### src/shared/bpm_pkg.sv
`default_nettype none
package bpm_pkg;
   // Register word offsets (byte addresses)
   localparam logic [3:0] BPM_TRICKLE_OFS = 4'h0;
   localparam logic [3:0] BPM_STATUS_OFS = 4'h4;
   localparam logic [3:0] BPM_FEATURE_OFS = 4'h8;
   // Trickle register reset value: charger disabled
   localparam logic [7:0] BPM_TRICKLE_RST = 8'h00;
   // Feature enable reset value
   localparam logic [1:0] BPM_FEATURE_RST = 2'h0;
   // Trickle field positions
   localparam int BPM_KEY_LSB = 4;
   localparam int BPM_DIODE_LSB = 2;
   localparam int BPM_RES_LSB = 0;
   // Unlock key and field codes
   localparam logic [3:0] BPM_UNLOCK_KEY = 4'ha;
   localparam logic [1:0] BPM_DIODE_NONE = 2'h2;
   localparam logic [1:0] BPM_DIODE_TWO = 2'h1;
   localparam logic [1:0] BPM_RES_1K7 = 2'h2;
   localparam logic [1:0] BPM_RES_2K9 = 2'h1;
   localparam logic [1:0] BPM_RES_5K = 2'h3;
   localparam logic [1:0] BPM_RES_OFF = 2'h0;
   // Status bit positions
   localparam int BPM_ST_BACKUP = 0;
   localparam int BPM_ST_SEALED = 1;
   localparam int BPM_ST_CHARGE = 2;
   localparam int BPM_ST_RESET = 3;
   localparam int BPM_ST_REGOK = 4;
   // Supply source selection
   typedef enum logic [1:0] {
      BPM_SRC_NONE = 2'b00,
      BPM_SRC_PRIMARY = 2'b01,
      BPM_SRC_BACKUP = 2'b10
   } bpm_src_t;
   // Comparator results from the analog side
   typedef struct packed {
      logic above_reset;     // Primary above reset threshold
      logic above_trip;      // Primary above battery trip level
      logic above_backup;    // Primary above backup supply
      logic out_above_por;   // Switched supply above release level
      logic out_above_keep;  // Switched supply above retention level
   } bpm_cmp_t;
   // Decoded charger selection
   typedef struct packed {
      logic enable;
      logic two_diodes;
      logic [1:0] resistor;
   } bpm_chg_t;
endpackage : bpm_pkg
`default_nettype wire

### src/logic/bpm_ctrl.sv
`timescale 1ns/1ns
`default_nettype none
module bpm_ctrl
   import bpm_pkg::*;
(
   input wire logic core_clk,
   input wire logic resetn,
   // Avalon-MM slave
   input wire logic [3:0] avs_address,
   input wire logic avs_read,
   input wire logic avs_write,
   input wire logic [31:0] avs_writedata,
   input wire logic [3:0] avs_byteenable,
   output logic [31:0] avs_readdata,
   output logic avs_waitrequest,
   // Analog comparator results
   input wire bpm_cmp_t cmp,
   // Supervisor internal requests
   input wire logic reset_req,
   input wire logic pf_req,
   input wire logic piezo_req,
   input wire logic alarm_req,
   input wire logic crystal_fault_req,
   // Host-facing inputs
   input wire logic manual_reset_in,
   input wire logic watchdog_kick_in,
   input wire logic chip_select_in,
   input wire logic twi_active_in,
   // Gated inputs to the rest of the device
   output logic manual_reset_gated,
   output logic watchdog_kick_gated,
   output logic chip_select_gated,
   output logic twi_enable,
   // Outputs to pins
   output logic reset_out_n,
   output logic reset_out,
   output logic power_fail_flag_out,
   output logic piezo_drive_o,
   output logic piezo_drive_oe,
   output logic chip_select_out,
   output logic alarm_out_n,
   output logic crystal_fault_out,
   output logic on_backup_indicator,
   // Supply switch controls
   output logic out_from_primary,
   output logic out_from_backup,
   output bpm_chg_t charger,
   output logic timekeeping_run,
   output logic regs_released
);

   // Decode of the trickle register into a charger selection
   function automatic bpm_chg_t bpm_decode(input logic [7:0] val);
      bpm_chg_t c;
      logic [3:0] key;
      logic [1:0] dio;
      logic [1:0] res;
      key = val[BPM_KEY_LSB +: 4];
      dio = val[BPM_DIODE_LSB +: 2];
      res = val[BPM_RES_LSB +: 2];
      c.two_diodes = (dio == BPM_DIODE_TWO);
      c.resistor = res;
      c.enable = (key == BPM_UNLOCK_KEY) &&
         ((dio == BPM_DIODE_NONE) || (dio == BPM_DIODE_TWO)) &&
         (res != BPM_RES_OFF);
      return c;
   endfunction : bpm_decode

   logic [7:0] trickle_charge_control; // Software charger setting
   logic [1:0] feature_en; // Alarm and crystal-fault enables
   logic sealed; // Fresh-seal state
   bpm_src_t src; // Active supply source
   bpm_src_t next_src;
   logic on_backup; // Running from backup
   logic reset_active; // Either reset output asserted
   logic rd_pending; // Read answered one cycle later
   logic wr_hit; // Write accepted this cycle
   logic [31:0] status_word; // Block state for software
   logic prev_por; // Release comparator one cycle ago
   logic prev_keep; // Retention comparator one cycle ago

   assign on_backup = (src == BPM_SRC_BACKUP);
   assign reset_active = !reset_out_n || reset_out;
   assign wr_hit = avs_write && !avs_waitrequest;

   // Source decision from comparators
   always_comb begin
      if (sealed) begin
         next_src = BPM_SRC_NONE;
      end else if (cmp.above_reset || cmp.above_trip) begin
         next_src = BPM_SRC_PRIMARY;
      end else begin
         next_src = BPM_SRC_BACKUP;
      end
   end

   // Seal held until the primary first crosses the threshold
   always_ff @(posedge core_clk) begin
      if (!resetn) begin
         sealed <= 1'b1;
      end else if (cmp.above_reset) begin
         sealed <= 1'b0;
      end
   end

   // Active source register
   always_ff @(posedge core_clk) begin
      if (!resetn) begin
         src <= BPM_SRC_NONE;
      end else begin
         src <= next_src;
      end
   end

   // Switch: both open for one cycle between sources
   always_ff @(posedge core_clk) begin
      if (!resetn) begin
         out_from_primary <= 1'b0;
         out_from_backup <= 1'b0;
      end else if (sealed) begin
         out_from_primary <= 1'b0;
         out_from_backup <= 1'b0;
      end else if (cmp.above_reset || cmp.above_backup) begin
         out_from_backup <= 1'b0;
         out_from_primary <= !out_from_backup;
      end else begin
         out_from_primary <= 1'b0;
         out_from_backup <= !out_from_primary;
      end
   end

   // Edge memory of the switched-supply comparators
   always_ff @(posedge core_clk) begin
      if (!resetn) begin
         prev_por <= 1'b0; // Supply taken as down in reset
         prev_keep <= 1'b0;
      end else begin
         prev_por <= cmp.out_above_por;
         prev_keep <= cmp.out_above_keep;
      end
   end

   // Release on a rise past the release level, drop on a dip below retention;
   // edges only, so a supply parked between the two levels cannot oscillate
   always_ff @(posedge core_clk) begin
      if (!resetn) begin
         regs_released <= 1'b0;
      end else if (cmp.out_above_por && !prev_por) begin
         regs_released <= 1'b1; // set wins
      end else if (prev_keep && !cmp.out_above_keep) begin
         regs_released <= 1'b0;
      end
   end

   // Reset and power-fail outputs, forced on backup or seal
   always_ff @(posedge core_clk) begin
      if (!resetn) begin
         reset_out_n <= 1'b0;
         reset_out <= 1'b1;
         power_fail_flag_out <= 1'b0;
      end else if (on_backup || sealed) begin
         reset_out_n <= 1'b0;
         reset_out <= 1'b1;
         power_fail_flag_out <= 1'b0;
      end else begin
         reset_out_n <= !reset_req;
         reset_out <= reset_req;
         power_fail_flag_out <= !pf_req;
      end
   end

   // Piezo and chip-select outputs
   always_ff @(posedge core_clk) begin
      if (!resetn) begin
         piezo_drive_o <= 1'b0;
         piezo_drive_oe <= 1'b0;
         chip_select_out <= 1'b1;
      end else if (on_backup || sealed) begin
         piezo_drive_o <= 1'b0;
         piezo_drive_oe <= 1'b0;
         chip_select_out <= 1'b1;
      end else begin
         piezo_drive_o <= piezo_req;
         piezo_drive_oe <= 1'b1;
         chip_select_out <= chip_select_gated;
      end
   end

   // Host input gating while reset is asserted
   always_ff @(posedge core_clk) begin
      if (!resetn) begin
         manual_reset_gated <= 1'b1;
         watchdog_kick_gated <= 1'b0;
         chip_select_gated <= 1'b1;
         twi_enable <= 1'b0;
      end else if (reset_active || on_backup || sealed) begin
         manual_reset_gated <= 1'b1;
         watchdog_kick_gated <= 1'b0;
         chip_select_gated <= 1'b1;
         twi_enable <= 1'b0;
      end else begin
         manual_reset_gated <= manual_reset_in;
         watchdog_kick_gated <= watchdog_kick_in;
         chip_select_gated <= chip_select_in;
         twi_enable <= twi_active_in;
      end
   end

   // Functions kept alive on backup
   always_ff @(posedge core_clk) begin
      if (!resetn) begin
         timekeeping_run <= 1'b0;
         alarm_out_n <= 1'b1;
         crystal_fault_out <= 1'b0;
         on_backup_indicator <= 1'b0;
      end else begin
         timekeeping_run <= !sealed;
         alarm_out_n <= !(feature_en[0] && alarm_req && !sealed);
         crystal_fault_out <= feature_en[1] && crystal_fault_req && !sealed;
         on_backup_indicator <= on_backup;
      end
   end

   // Charger: decoded setting, forced off below backup supply
   always_ff @(posedge core_clk) begin
      if (!resetn) begin
         charger <= '0;
      end else begin
         charger <= bpm_decode(trickle_charge_control);
         if (!cmp.above_backup || on_backup || sealed) begin
            charger.enable <= 1'b0;
         end
      end
   end

   // Register writes, low byte lane only
   always_ff @(posedge core_clk) begin
      if (!resetn) begin
         trickle_charge_control <= BPM_TRICKLE_RST;
         feature_en <= BPM_FEATURE_RST;
      end else if (wr_hit && avs_byteenable[0]) begin
         if (avs_address == BPM_TRICKLE_OFS) begin
            trickle_charge_control <= avs_writedata[7:0];
         end
         if (avs_address == BPM_FEATURE_OFS) begin
            feature_en <= avs_writedata[1:0];
         end
      end
   end

   // Status word of block state
   always_comb begin
      status_word = '0;
      status_word[BPM_ST_BACKUP] = on_backup;
      status_word[BPM_ST_SEALED] = sealed;
      status_word[BPM_ST_CHARGE] = charger.enable;
      status_word[BPM_ST_RESET] = reset_active;
      status_word[BPM_ST_REGOK] = regs_released;
   end

   // Bus handshake: writes in one cycle, reads after one wait
   always_ff @(posedge core_clk) begin
      if (!resetn) begin
         rd_pending <= 1'b0;
         avs_readdata <= '0;
      end else begin
         rd_pending <= avs_read && !rd_pending;
         if (avs_read && !rd_pending) begin
            unique case (avs_address)
               BPM_TRICKLE_OFS: avs_readdata <= {24'h0, trickle_charge_control};
               BPM_STATUS_OFS: avs_readdata <= status_word;
               BPM_FEATURE_OFS: avs_readdata <= {30'h0, feature_en};
               default: avs_readdata <= 32'h0; // Unmapped reads zero
            endcase
         end
      end
   end

   // Waitrequest low for writes, low on second read cycle
   always_comb begin
      avs_waitrequest = avs_read && !rd_pending;
   end

   // Charger never enabled with primary below backup
   chg_off_low_a: assert property (@(posedge core_clk) disable iff (!resetn)
      !cmp.above_backup |=> !charger.enable)
      else $error("charger on below backup");
   // Wrong key keeps charger off
   key_lock_a: assert property (@(posedge core_clk) disable iff (!resetn)
      $stable(trickle_charge_control) && trickle_charge_control[7:4] != BPM_UNLOCK_KEY
      |=> !charger.enable)
      else $error("charger on without key");
   // Invalid diode code disables
   diode_code_a: assert property (@(posedge core_clk) disable iff (!resetn)
      (trickle_charge_control[3:2] == 2'h0 || trickle_charge_control[3:2] == 2'h3)
      |=> !charger.enable)
      else $error("charger on with bad diode code");
   // Resistor zero disables
   res_zero_a: assert property (@(posedge core_clk) disable iff (!resetn)
      trickle_charge_control[1:0] == 2'h0 |=> !charger.enable)
      else $error("charger on with no resistor");
   // Backup forces reset outputs and flag
   backup_force_a: assert property (@(posedge core_clk) disable iff (!resetn)
      on_backup |=> !reset_out_n && reset_out && !power_fail_flag_out
      && !piezo_drive_oe && chip_select_out)
      else $error("outputs not forced on backup");
   // Gated inputs held while reset asserted
   input_gate_a: assert property (@(posedge core_clk) disable iff (!resetn)
      reset_active |=> !twi_enable && manual_reset_gated && chip_select_gated)
      else $error("inputs not gated during reset");
   // Source choice from comparators
   src_choice_a: assert property (@(posedge core_clk) disable iff (!resetn)
      !sealed && !cmp.above_reset && !cmp.above_trip |=> src == BPM_SRC_BACKUP)
      else $error("backup not selected");
   // Seal persists without primary above threshold
   seal_hold_a: assert property (@(posedge core_clk) disable iff (!resetn)
      sealed && !cmp.above_reset |=> sealed && !timekeeping_run)
      else $error("seal left early");
   // Never both sources connected
   break_make_a: assert property (@(posedge core_clk) disable iff (!resetn)
      !(out_from_primary && out_from_backup))
      else $error("both sources connected");
   // Charger off after reset
   por_off_a: assert property (@(posedge core_clk)
      !resetn |=> !charger.enable && trickle_charge_control == BPM_TRICKLE_RST)
      else $error("charger not off after reset");
   // Timekeeping runs on backup
   keep_time_a: assert property (@(posedge core_clk) disable iff (!resetn)
      on_backup && !sealed |=> timekeeping_run)
      else $error("timekeeping stopped on backup");
   // Release lost below retention level
   por_drop_a: assert property (@(posedge core_clk) disable iff (!resetn)
      prev_keep && !cmp.out_above_keep && !(cmp.out_above_por && !prev_por)
      |=> !regs_released)
      else $error("release kept after dip");
   // Release granted on a rise past the release level
   por_rise_a: assert property (@(posedge core_clk) disable iff (!resetn)
      cmp.out_above_por && !prev_por |=> regs_released)
      else $error("release not granted");

endmodule : bpm_ctrl
`default_nettype wire

### config.mk
export PLATFORM = sky130hd
export DESIGN_NAME = bpm_ctrl
export DESIGN_NICKNAME = d
export VERILOG_FILES = /design/src/shared/bpm_pkg.sv /design/src/logic/bpm_ctrl.sv
export SDC_FILE = /design/constraint.sdc
export NUM_CORES = 1
export LEC_CHECK = 0
export BUFFER_PORTS_ARGS = -buffer_cell sky130_fd_sc_hd__buf_2
export CORE_UTILIZATION = 45
export DETAILED_ROUTE_END_ITERATION = 8
export HOLD_SLACK_MARGIN = 0.1
export PLACE_DENSITY = 0.83
export SYNTH_ARGS = -nofsm -noshare
export SYNTH_HDL_FRONTEND = slang
export SYNTH_SLANG_ARGS = --single-unit
### constraint.sdc
create_clock -name core_clk -period 2.8 [get_ports core_clk]
set_input_delay 0.42 -clock core_clk [delete_from_list [all_inputs] [get_ports core_clk]]
set_output_delay 0.42 -clock core_clk [all_outputs]
set_load 0.005 [all_outputs]
# Word level (Yosys, flattened, before mapping)
# Index checks and enable logic that the tools add are counted.
dict set report totals {
  ff_bits 69
  inputBits 58
  out_inout_bits 54
  word_cells 84
}
dict set report op_classes {
  eq_ne 6
  muxes 5
  bitwise_logic 2
  n_reduce_logical 43
}
# op n
set ops {}
lappend ops {{8-bit one-hot mux with 3 select lines} 1}
lappend ops {{1-bit logical NOT} 12}
lappend ops {{1-bit logical AND} 11}
lappend ops {{1-bit logical OR} 9}
lappend ops {{4-bit == test (second input constant)} 2}
lappend ops {{2-bit OR reduction} 4}
lappend ops {{3-bit OR reduction} 2}
lappend ops {{2-bit == test (second input constant)} 2}
lappend ops {{4-bit by 3-bit == test with 1-bit output (second input constant)} 1}
lappend ops {{4-bit logical NOT} 1}
lappend ops {{2-bit AND reduction} 2}
lappend ops {{2-bit nonzero test} 2}
lappend ops {{1-bit two-way mux} 3}
lappend ops {{2-bit by 1-bit == test with 1-bit output (second input constant)} 1}
lappend ops {{2-bit two-way mux} 1}
lappend ops {{1-bit NOT} 2}

# Depth between registers and ports, before layout
# Gate-level depths: netlist (run 1).
dict set report depth {
  word_depth 6
  mapped_depth 6
  mapped_depth_nobuf 5
}

# Worst setup path after synthesis (run 1)
# Ideal clock, no wire load.
dict set report synth_path {
  path_type {input to register}
  start {input port avs_address[3]}
  end {register trickle_charge_control[1]}
  setup_time_ps 132
  t_arrival_ps 1405
  t_required_ps 2668
  slack_ps 1262
  path_stages 5
  n_path_buf 2
  path_cell_list {clkbuf_1 or4_1 buf_2 o31ai_1 a21oi_1}
}
dict set report synth_between {
  elab_chain_cells 2
}
# element line
set synth_rtl {}
lappend synth_rtl {{start, declared} bpm_ctrl.sv:9} ;# input wire logic [3:0] avs_address,
lappend synth_rtl {{4-bit logical NOT} bpm_ctrl.sv:242} ;# if (avs_address == BPM_TRICKLE_OFS) begin
lappend synth_rtl {{2-bit AND reduction (no line)} -}
lappend synth_rtl {{end signal, assigned} bpm_ctrl.sv:243} ;# trickle_charge_control <= avs_writedata[7:0];
lappend synth_rtl {{end, declared} bpm_ctrl.sv:69} ;# logic [7:0] trickle_charge_control;
# No other way between the ends.
# A chain may end at the register's enable or synchronous reset.

# Worst setup path after layout (run 1)
dict set report layout_path {
  start {register rd_pending}
  end {output port avs_waitrequest}
}
dict set report layout_between {
  elab_chain_cells 2
}
# element line
set layout_rtl {}
lappend layout_rtl {{start, declared} bpm_ctrl.sv:76} ;# logic rd_pending;
lappend layout_rtl {{start signal, assigned} bpm_ctrl.sv:267} ;# rd_pending <= avs_read && !rd_pending;
lappend layout_rtl {{1-bit logical NOT} bpm_ctrl.sv:281} ;# avs_waitrequest = avs_read && !rd_pending;
lappend layout_rtl {{1-bit logical AND} bpm_ctrl.sv:281}
lappend layout_rtl {{end, declared} bpm_ctrl.sv:15} ;# output logic avs_waitrequest,
# No other way between the ends.

==> results.cfg, run 1 <==
[worst_setup_path]
crit_type = flop to primary output
cp_num_buf_inv = 2
top_family_by_delay_on_critical_path = buffers and inverters
critical-path-slowest-cell = dfxtp_1
timing.reg2reg.worst_path_depth = 5
critical_path_cell_by_cell = nand2b_1 > inv_2 > buf_2
critical_path_required_ns = 2.38
timing.critical_path.slowest_cell_delay_ns = 0.29
reg2reg_to = charger[3]$_SDFF_PP0_
worst_ep_arrival_time_ns = 1.28
path_max_fanout = 15
regToRegStartpoint = trickle_charge_control[3]$_SDFFE_PN0P_
worst_setup_path_start_kind = flop
endpoint_kind = primary output
timing.reg2reg.setup_slack_ns = 1.44

[sta]
timing.setup.tns_ns = 0
rsz0062_at_grt = false
finalCritPeriodShare_pct = 60.7
clock-skew-final_ns = 0.00653
finalHoldViolations = 0
fin_crit_ns = 1.70
timing_limited_maximum_frequency_ghz = 0.588
slew_headroom_pct = 62.3
timing.final.max_slew_violations = 0
worst_pin_slew_ns = 0.565
timing.final.setup_violations = 0

[yosys]
ys_seq_elements = 45
synth.avg_cell_area_um2 = 9.32
synth.largest_area_cell = dfxtp_1
synthDominantCellAreaShare_pct = 49.6
synth.top_cells.by_area = dfxtp_1, buf_4, a21oi_1
synthesis.yosys.warnings = 0
synthDistinctLibCells = 35
synthesis.instances = 195
synthesis.area_mm2 = 0.00182
ys_seq_area_share_pct = 49.6

[power]
cellPowerDensity_mw_per_mm2 = 576
vdd_ir_drop_max_uv = 354
leakage_nw = 0.969

[cells_and_area]
multi_input_area_um2 = 738
final_cell_area_mm2 = 0.00216
mostFrequentLayoutCells = buf_2, dfxtp_1, conb_1
drive_above_1_share_pct = 29.2
final_net_count = 311
register_area_um2 = 901
filler_cell_count = 356
flow.area_growth_from_synthesis_pct = 18.9
insertedDiodeCount = 0
mostFrequentLayoutCell = buf_2

[clock_tree]
count_of_buffers_added_by_post_cts_timing_repair_for_setup = 0
cts-root-buf = clkbuf_8
cts.clk_slew.worst_paths_ns = 0.08
cts-hold-fix-buffers = 0
tritoncts = built
htreeDepth = 2
clockBufferDepth = 2
cts.repair.resized = 0
cts_buffers = 5
clock-sinks = 45
worstSkewPairLatency_ns = 0.30

[grt]
first_global_vias = 1264
grt_start_max_net_pins = 18
antenna_found_initial = 0
residual_overflow_from_global_routing = 0
grt_first_pass_wirelength_mm = 5.48
global_route.usage.total_pct = 16.9

[detailed_routing]
drcViolationCount = 0
num_vias = 1474
detail_route.vias_per_cell = 4.90
drt.antenna.violating_nets = 0
detail_route.wirelength_mm = 3.50
drt_first_iter_violations = 67
detail_route.wl_per_cell_um = 11.6
detail_route.first_pass.iterations = 4

[worst_hold_path]
worst_hold_path.endpoint = power_fail_flag_out$_SDFF_PP0_
holdPathStages = 2
min_path_type = primary input to flop
worst_hold_startpoint = pf_req

[floorplanning]
fp.dieArea_mm2 = 0.00430
core_region_area_mm2 = 0.00377
die_y_um = 65.5
row_count = 22
ioPinCount = 112
floorplan.initialDensity_pct = 48.2
floorplan.die.width_um = 65.5

[status]
status = finished clean

[placed_design]
placed_area_mm2 = 0.00204
dp.final_hpwl_mm = 2.62
routabilityCongestion = 0.847
port_buffers = 60

[job]
timing.max_cap.violations = 0
[cells by family (layout without fill, tap and decap cells)]
kind of cell / count (synthesis) / after routing / share of synthesized area [%]
simple gates: 67 / 67 / 20.8
mux: 6 / 6 / 3.51
flops: 45 / 45 / 49.6
compound gates: 32 / 32 / 10.7
fa+ha+maj: 1 / 1 / 0.689
other cells: 1 / 24 / 0.206
buf+inv: 43 / 78 / 14.5
[synthesized netlist by cell type]
| cell | instances |
|---|---|
| nand4_1 | 8 |
| nor2b_1 | 1 |
| dfxtp_1 | 45 |
| and3_1 | 1 |
| nor4b_1 | 1 |
| a22oi_1 | 2 |
| nor2_1 | 5 |
| conb_1 | 1 |
| nand3b_1 | 1 |
| nand2b_1 | 6 |
| inv_1 | 7 |
| mux2_2 | 3 |
| a21oi_1 | 14 |
| nor4_1 | 1 |
| o2111ai_1 | 1 |
| and4_1 | 1 |
| a211oi_1 | 1 |
| nand2_1 | 10 |
| or4_1 | 1 |
| clkbuf_1 | 6 |
| and2_1 | 10 |
| buf_4 | 24 |
| o21a_1 | 1 |
| buf_2 | 4 |
| buf_6 | 1 |
| nand3_1 | 10 |
| ha_1 | 1 |
| or3_1 | 2 |
| o31ai_1 | 8 |
| o21ai_0 | 5 |
| nor4_2 | 1 |
| nor3_1 | 7 |
| mux2i_1 | 3 |
| nor4bb_1 | 1 |
| inv_2 | 1 |
[state kept, by name, summed over array words and instances (netlist names), 2 cells and up]
signal / count
src: 2
trickle_charge_control: 8
feature_en: 2
avs_readdata: 8
charger: 4
[worst reg2reg max path, stage by stage (launching register included)]
cell and delay, ns:
dfxtp_1 0.38, inv_1 0.06, ha_1 0.27, nor4bb_1 0.27
o2111ai_1 0.15, nor3_1 0.16
[worst max-delay path by stage]
stage	startpoint	end	slack, ns	cells after the start
after global placement	avs_address[1]	trickle_charge_control[3]$_SDFFE_PN0P_	1.08	4
after detailed placement	avs_address[1]	trickle_charge_control[5]$_SDFFE_PN0P_	1.05	4
final	rd_pending$_SDFF_PN0_	avs_waitrequest	1.10	3
after CTS	rd_pending$_SDFF_PN0_	avs_waitrequest	1.09	3
after floorplan	avs_address[3]	trickle_charge_control[1]$_SDFFE_PN0P_	1.26	5
after global routing	rd_pending$_SDFF_PN0_	avs_waitrequest	1.02	3
[layer usage]
metal	routed length [µm]	track usage, %	up-vias
li1	-	-	737
met1	1530	20.4	671
met4	57	8.15	0
met2	1660	27.6	61
met5	0	0	-
met3	254	4.51	5
[report_power, final]
part           internal, mW  leakage (nW)  switching, mW
combinational        0.0338         0.545         0.0556
sequential            0.651         0.365        0.00436
clock                 0.291        0.0585          0.209
[per-stage QoR]
step / utilization [%] / hold WS [ns] / total power [mW] / setup slack, ns / std cells
2_1_floorplan: - / 0.378 / 0.744 / 1.26 / 218
3_3_place_gp: 54.2 / 0.387 / 0.757 / 1.08 / 293
3_5_place_dp: 54.2 / 0.412 / 0.759 / 1.05 / 293
4_1_cts: 57.3 / 0.273 / 1.26 / 1.09 / 301
5_1_grt: 57.3 / 0.280 / 1.30 / 1.02 / 301
6_report: 57.3 / 0.277 / 1.24 / 1.10 / 301
[layout make-up]
cell class / count / area share [%]
Inverter: 8 / 1.39
Tap cell: 48 / 2.78
Multi-Input combinational cell: 130 / 34.2
Clock buffer: 7 / 4.00
Clock inverter: 1 / 1.39
Timing Repair Buffer: 62 / 14.6
Sequential cell: 45 / 41.7
(Power assumes the default switching activity.)
==> run 2, diff against run 1 <==
--- a/config.mk
+++ b/config.mk
@@ -6,10 +6,10 @@
 export NUM_CORES = 1
 export LEC_CHECK = 0
 export BUFFER_PORTS_ARGS = -buffer_cell sky130_fd_sc_hd__buf_2
-export CORE_UTILIZATION = 45
+export CORE_UTILIZATION = 42
 export DETAILED_ROUTE_END_ITERATION = 8
 export HOLD_SLACK_MARGIN = 0.1
-export PLACE_DENSITY = 0.83
+export PLACE_DENSITY = 0.79
 export SYNTH_ARGS = -nofsm -noshare
 export SYNTH_HDL_FRONTEND = slang
 export SYNTH_SLANG_ARGS = --single-unit
==> constraint.sdc (replaced) <==
create_clock -name core_clk -period 1.6 [get_ports core_clk]
set_input_delay 0.24 -clock core_clk [delete_from_list [all_inputs] [get_ports core_clk]]
set_output_delay 0.24 -clock core_clk [all_outputs]
set_load 0.005 [all_outputs]
==> results.cfg, run 2 (synthesis gave the netlist of run 1 again) <==
[worst_setup_path]
critical_path_required_ns = 1.36
timing.reg2reg.setup_slack_ns = 0.23
critical_path_cell_by_cell = nand2b_1 > inv_2 > buf_2
endpoint_kind = primary output
worst_ep_arrival_time_ns = 1.15
crit_type = flop to primary output
path_max_fanout = 15
critical-path-slowest-cell = dfxtp_1
worst_setup_path_start_kind = flop
timing.critical_path.slowest_cell_delay_ns = 0.29

[detailed_routing]
detail_route.vias_per_cell = 4.71
detail_route.first_pass.iterations = 4
drt_first_iter_violations = 73
detail_route.wirelength_mm = 3.62
detail_route.wl_per_cell_um = 11.6
num_vias = 1469
drt.antenna.violating_nets = 0
drcViolationCount = 0

[grt]
antenna_found_initial = 0
global_route.usage.total_pct = 16.5
grt_start_max_net_pins = 17
residual_overflow_from_global_routing = 0
grt_first_pass_wirelength_mm = 5.56
first_global_vias = 1253

[placed_design]
routabilityCongestion = 0.813
dp.final_hpwl_mm = 2.76
port_buffers = 60

[clock_tree]
cts.clk_slew.worst_paths_ns = 0.07
cts_buffers = 5
count_of_buffers_added_by_post_cts_timing_repair_for_setup = 0
worstSkewPairLatency_ns = 0.29
cts-root-buf = clkbuf_8
htreeDepth = 2
clockBufferDepth = 2
clock-sinks = 45
tritoncts = built

[cells_and_area]
insertedDiodeCount = 0
drive_above_1_share_pct = 31.7
final_net_count = 321
flow.area_growth_from_synthesis_pct = 22.7
mostFrequentLayoutCells = buf_2, dfxtp_1, conb_1
finish.utilization_pct = 54.5
mostFrequentLayoutCell = buf_2
reg.largest.list = avs_readdata: 8 flops, trickle_charge_control: 8 flops, charger: 4 flops

[floorplanning]
floorplan.initialDensity_pct = 44.5
fp.dieArea_mm2 = 0.00459
row_count = 23
floorplan.die.width_um = 67.8
core_region_area_mm2 = 0.00409
ioPinCount = 112
die_y_um = 67.8

[status]
status = finished clean

[sta]
rsz0062_at_grt = false
timing.setup.tns_ns = 0
timing_limited_maximum_frequency_ghz = 0.721
finalHoldViolations = 0
finalCritPeriodShare_pct = 86.7
timing.final.setup_violations = 0
timing.final.max_slew_violations = 0
fin_crit_ns = 1.39
clock-skew-final_ns = 0.00490

[power]
cellPowerDensity_mw_per_mm2 = 955
vdd_ir_drop_max_uv = 476
leakage_nw = 1.01

[job]
timing.max_cap.violations = 0

[worst_hold_path]
min_path_type = primary input to flop
-- run 2: changes by cell type in the layout (fill, tap and decap cells not counted) --
cell           delta
buf_4             +9
clkbuf_1          -1
clkbuf_8          -1
clkinv_2          +1
dlygate4sd3_1     +1
-- run 2: path summary, 6_finish.rpt --
check / startpoint / endpoint / cells after the start
setup reg to reg: trickle_charge_control[3]$_SDFFE_PN0P_ / charger[3]$_SDFF_PP0_ / 5
hold reg to reg: out_from_primary$_SDFF_PP0_ / out_from_backup$_SDFF_PP0_ / 1
hold / removal: cmp[3] / src[1]$_SDFF_PP0_ / 2
setup / recovery: rd_pending$_SDFF_PN0_ / avs_waitrequest / 3
-- run 2: metrics by stage --
step | cells | setup slack (ns) | instance area (µm²) | power (mW) | hold WS [ns]
floorplan | 218 | 0.242 | 1900 | 1.30 | 0.316
global placement | 304 | 0.0809 | 2110 | 1.34 | 0.393
detailed placement | 304 | 0.0549 | 2110 | 1.34 | 0.400
CTS | 312 | 0.206 | 2230 | 2.16 | 0.108
global route | 312 | 0.129 | 2230 | 2.22 | 0.111
finish | 312 | 0.212 | 2230 | 2.13 | 0.115
-- run 2: final cells by class --
cell class              instances  area [µm²]
flip-flops and latches         45         901
fillers                       406        1860
well taps                      50        62.6
clock inverters                 2        35.0
multi-input cells             130         738
clock buffers                   5        68.8
repair buffers                 72         393
inverters                       8        30.0
-- run 2: worst max-delay path, delay by kind of cell (launching register included) --
kind	cells	cell delay, ns
and+or+nand+nor	1	0.19
buffers and inverters	2	0.38
DFF	1	0.29
-- run 2: repair_timing --
| action | CTS | global route |
|---|---|---|
| hold buffers | 1 | 0 |
| hold endpoints to repair | 1 | 0 |
| endpoints found under the setup margin | 0 | 0 |
| gates resized for setup | 0 | 0 |
-- run 2: per-layer routing --
layer  up-vias  GRT usage, %  share of wire (%)
met4         0          7.81                1.2
met2        65          25.5                 47
met1       638          21.2                 44
met5         -             0                  0
met3         5          4.56                7.4
li1        761             -                  -
-- run 2: power breakdown --
group | switching (mW) | total [mW] | internal [mW]
Clock | 0.353 | 0.806 | 0.454
Sequential | 0.00755 | 1.15 | 1.14
Combinational | 0.101 | 0.176 | 0.0746
==> run 3, diff against run 2 <==
--- a/config.mk
+++ b/config.mk
@@ -6,10 +6,10 @@
 export NUM_CORES = 1
 export LEC_CHECK = 0
 export BUFFER_PORTS_ARGS = -buffer_cell sky130_fd_sc_hd__buf_2
-export CORE_UTILIZATION = 42
+export CORE_UTILIZATION = 40
 export DETAILED_ROUTE_END_ITERATION = 8
 export HOLD_SLACK_MARGIN = 0.1
-export PLACE_DENSITY = 0.79
+export PLACE_DENSITY = 0.75
 export SYNTH_ARGS = -nofsm -noshare
 export SYNTH_HDL_FRONTEND = slang
 export SYNTH_SLANG_ARGS = --single-unit
==> results.cfg, run 3 (synthesis gave the netlist of run 1 again) <==
[placed_design]
routabilityCongestion = 0.764
port_buffers = 60
dp.final_hpwl_mm = 2.77

[sta]
slew_headroom_pct = 63.3
clock-skew-final_ns = 0.00665
finalHoldViolations = 0
fin_crit_ns = 1.50
finalCritPeriodShare_pct = 93.7
rsz0062_at_grt = false
worst_pin_slew_ns = 0.550
timing.setup.tns_ns = 0
timing_limited_maximum_frequency_ghz = 0.667
hold_slack_ns = 0.108
timing.final.max_slew_violations = 0
timing.final.setup_violations = 0

[worst_setup_path]
critical-path-slowest-cell = dfxtp_1
worst_setup_path_start_kind = flop
crit_type = flop to primary output
timing.reg2reg.setup_slack_ns = 0.21
timing.reg2reg.worst_path_depth = 5
cp_num_buf_inv = 2
path_max_fanout = 15
endpoint_kind = primary output
reg2reg_to = charger[3]$_SDFF_PP0_
critical_path_required_ns = 1.36
timing.critical_path.slowest_cell_delay_ns = 0.30
regToRegStartpoint = trickle_charge_control[3]$_SDFFE_PN0P_
critical_path_cell_by_cell = nand2b_1 > inv_2 > buf_2
worst_ep_arrival_time_ns = 1.26
top_family_by_delay_on_critical_path = buffers and inverters

[worst_hold_path]
holdPathStages = 2
worst_hold_startpoint = pf_req
worst_hold_path.endpoint = power_fail_flag_out$_SDFF_PP0_
min_path_type = primary input to flop

[clock_tree]
cts.repair.resized = 0
clockBufferDepth = 2
count_of_buffers_added_by_post_cts_timing_repair_for_setup = 0
worstSkewPairLatency_ns = 0.29
cts.clk_slew.worst_paths_ns = 0.08
cts_buffers = 5
htreeDepth = 2
cts-root-buf = clkbuf_8
tritoncts = built
cts-hold-fix-buffers = 0
clock-sinks = 45

[floorplanning]
row_count = 24
die_y_um = 69.4
fp.dieArea_mm2 = 0.00482
core_region_area_mm2 = 0.00435
ioPinCount = 112
floorplan.initialDensity_pct = 41.7
floorplan.die.width_um = 69.4

[power]
p_sw_share_pct = 22.6
seq_power_share_pct = 57.2
cellPowerDensity_mw_per_mm2 = 916
power.share.combinational_pct = 8.6
netSwitchingPower_mw = 0.453
cell_internal_pwr_mw = 1.55
power_frac_clock_pct = 34.2
leakage_nw = 0.988
vdd_ir_drop_max_uv = 349

[cells_and_area]
final_net_count = 318
insertedDiodeCount = 0
drive_above_1_share_pct = 30.9
filler_cell_count = 442
mostFrequentLayoutCell = buf_2
reg.largest.list = avs_readdata: 8 flops, trickle_charge_control: 8 flops, charger: 4 flops
flow.area_growth_from_synthesis_pct = 20.5
mostFrequentLayoutCells = buf_2, dfxtp_1, conb_1

[grt]
grt_start_max_net_pins = 17
grt_first_pass_wirelength_mm = 6.18
global_route.usage.total_pct = 16.3
first_global_vias = 1378
antenna_found_initial = 0
residual_overflow_from_global_routing = 0

[detailed_routing]
drt.antenna.violating_nets = 0
met2_wire_len_mm = 1.67
detail_route.wl_per_cell_um = 11.6
detail_route.first_pass.iterations = 4
drt_first_iter_violations = 79
top_layer_used_by_detailed_routing = met4
drt-met1-wl_mm = 1.59
detail_route.vias_per_cell = 4.80
met3WireLength_um = 303
num_vias = 1492
detail_route.wirelength_mm = 3.61
drcViolationCount = 0

[job]
timing.max_cap.violations = 0

[status]
status = finished clean
## run 3: cell count changes in the layout (fill, tap and decap cells not counted)
cell           delta
clkbuf_1          +1
dlygate4sd3_1     -1
bufinv_16         -1
clkbuf_8          +1
clkinv_2          -1
buf_4             -2
## run 3: final cells by class
class / instances / area [µm²] / area share [%]
Sequential cell: 45 / 901 / 41.2
Inverter: 8 / 30.0 / 1.37
Multi-Input combinational cell: 130 / 738 / 33.7
Clock buffer: 7 / 86.3 / 3.95
Tap cell: 52 / 65.1 / 2.97
Timing Repair Buffer: 69 / 368 / 16.8
## run 3: how the worst max path moves through the flow
stage,cells after the start,to,start
floorplan,5,trickle_charge_control[1]$_SDFFE_PN0P_,avs_address[3]
global placement,4,trickle_charge_control[7]$_SDFFE_PN0P_,avs_address[0]
detailed placement,4,trickle_charge_control[4]$_SDFFE_PN0P_,avs_address[0]
CTS,3,avs_waitrequest,rd_pending$_SDFF_PN0_
global route,3,avs_waitrequest,rd_pending$_SDFF_PN0_
finish,3,avs_waitrequest,rd_pending$_SDFF_PN0_
## run 3: through the flow
step	util [%]	area (µm²)	setup slack [ns]	cells	power (mW)
after floorplan	-	1900	0.242	218	1.30
after global placement	48.3	2100	0.0622	304	1.34
after detailed placement	48.3	2100	0.0637	304	1.34
after CTS	50.3	2190	0.0961	311	2.03
after global routing	50.3	2190	0.0177	311	2.11
final	50.3	2190	0.101	311	2.00
## run 3: per-layer routing
metal	vias up	GRT usage, %
met1	677	20.0
met2	59	25.7
met3	6	6.83
met4	0	5.44
li1	750	-
met5	-	0
## run 3: power groups by stage
stage                     combinational, mW  sequential (mW)  clock [mW]
after floorplan                       0.129             1.17           0
after global routing                  0.193             1.15       0.763
final                                 0.172             1.15       0.685
after CTS                             0.172             1.15       0.708
after global placement                0.171             1.17           0
after detailed placement              0.172             1.17           0
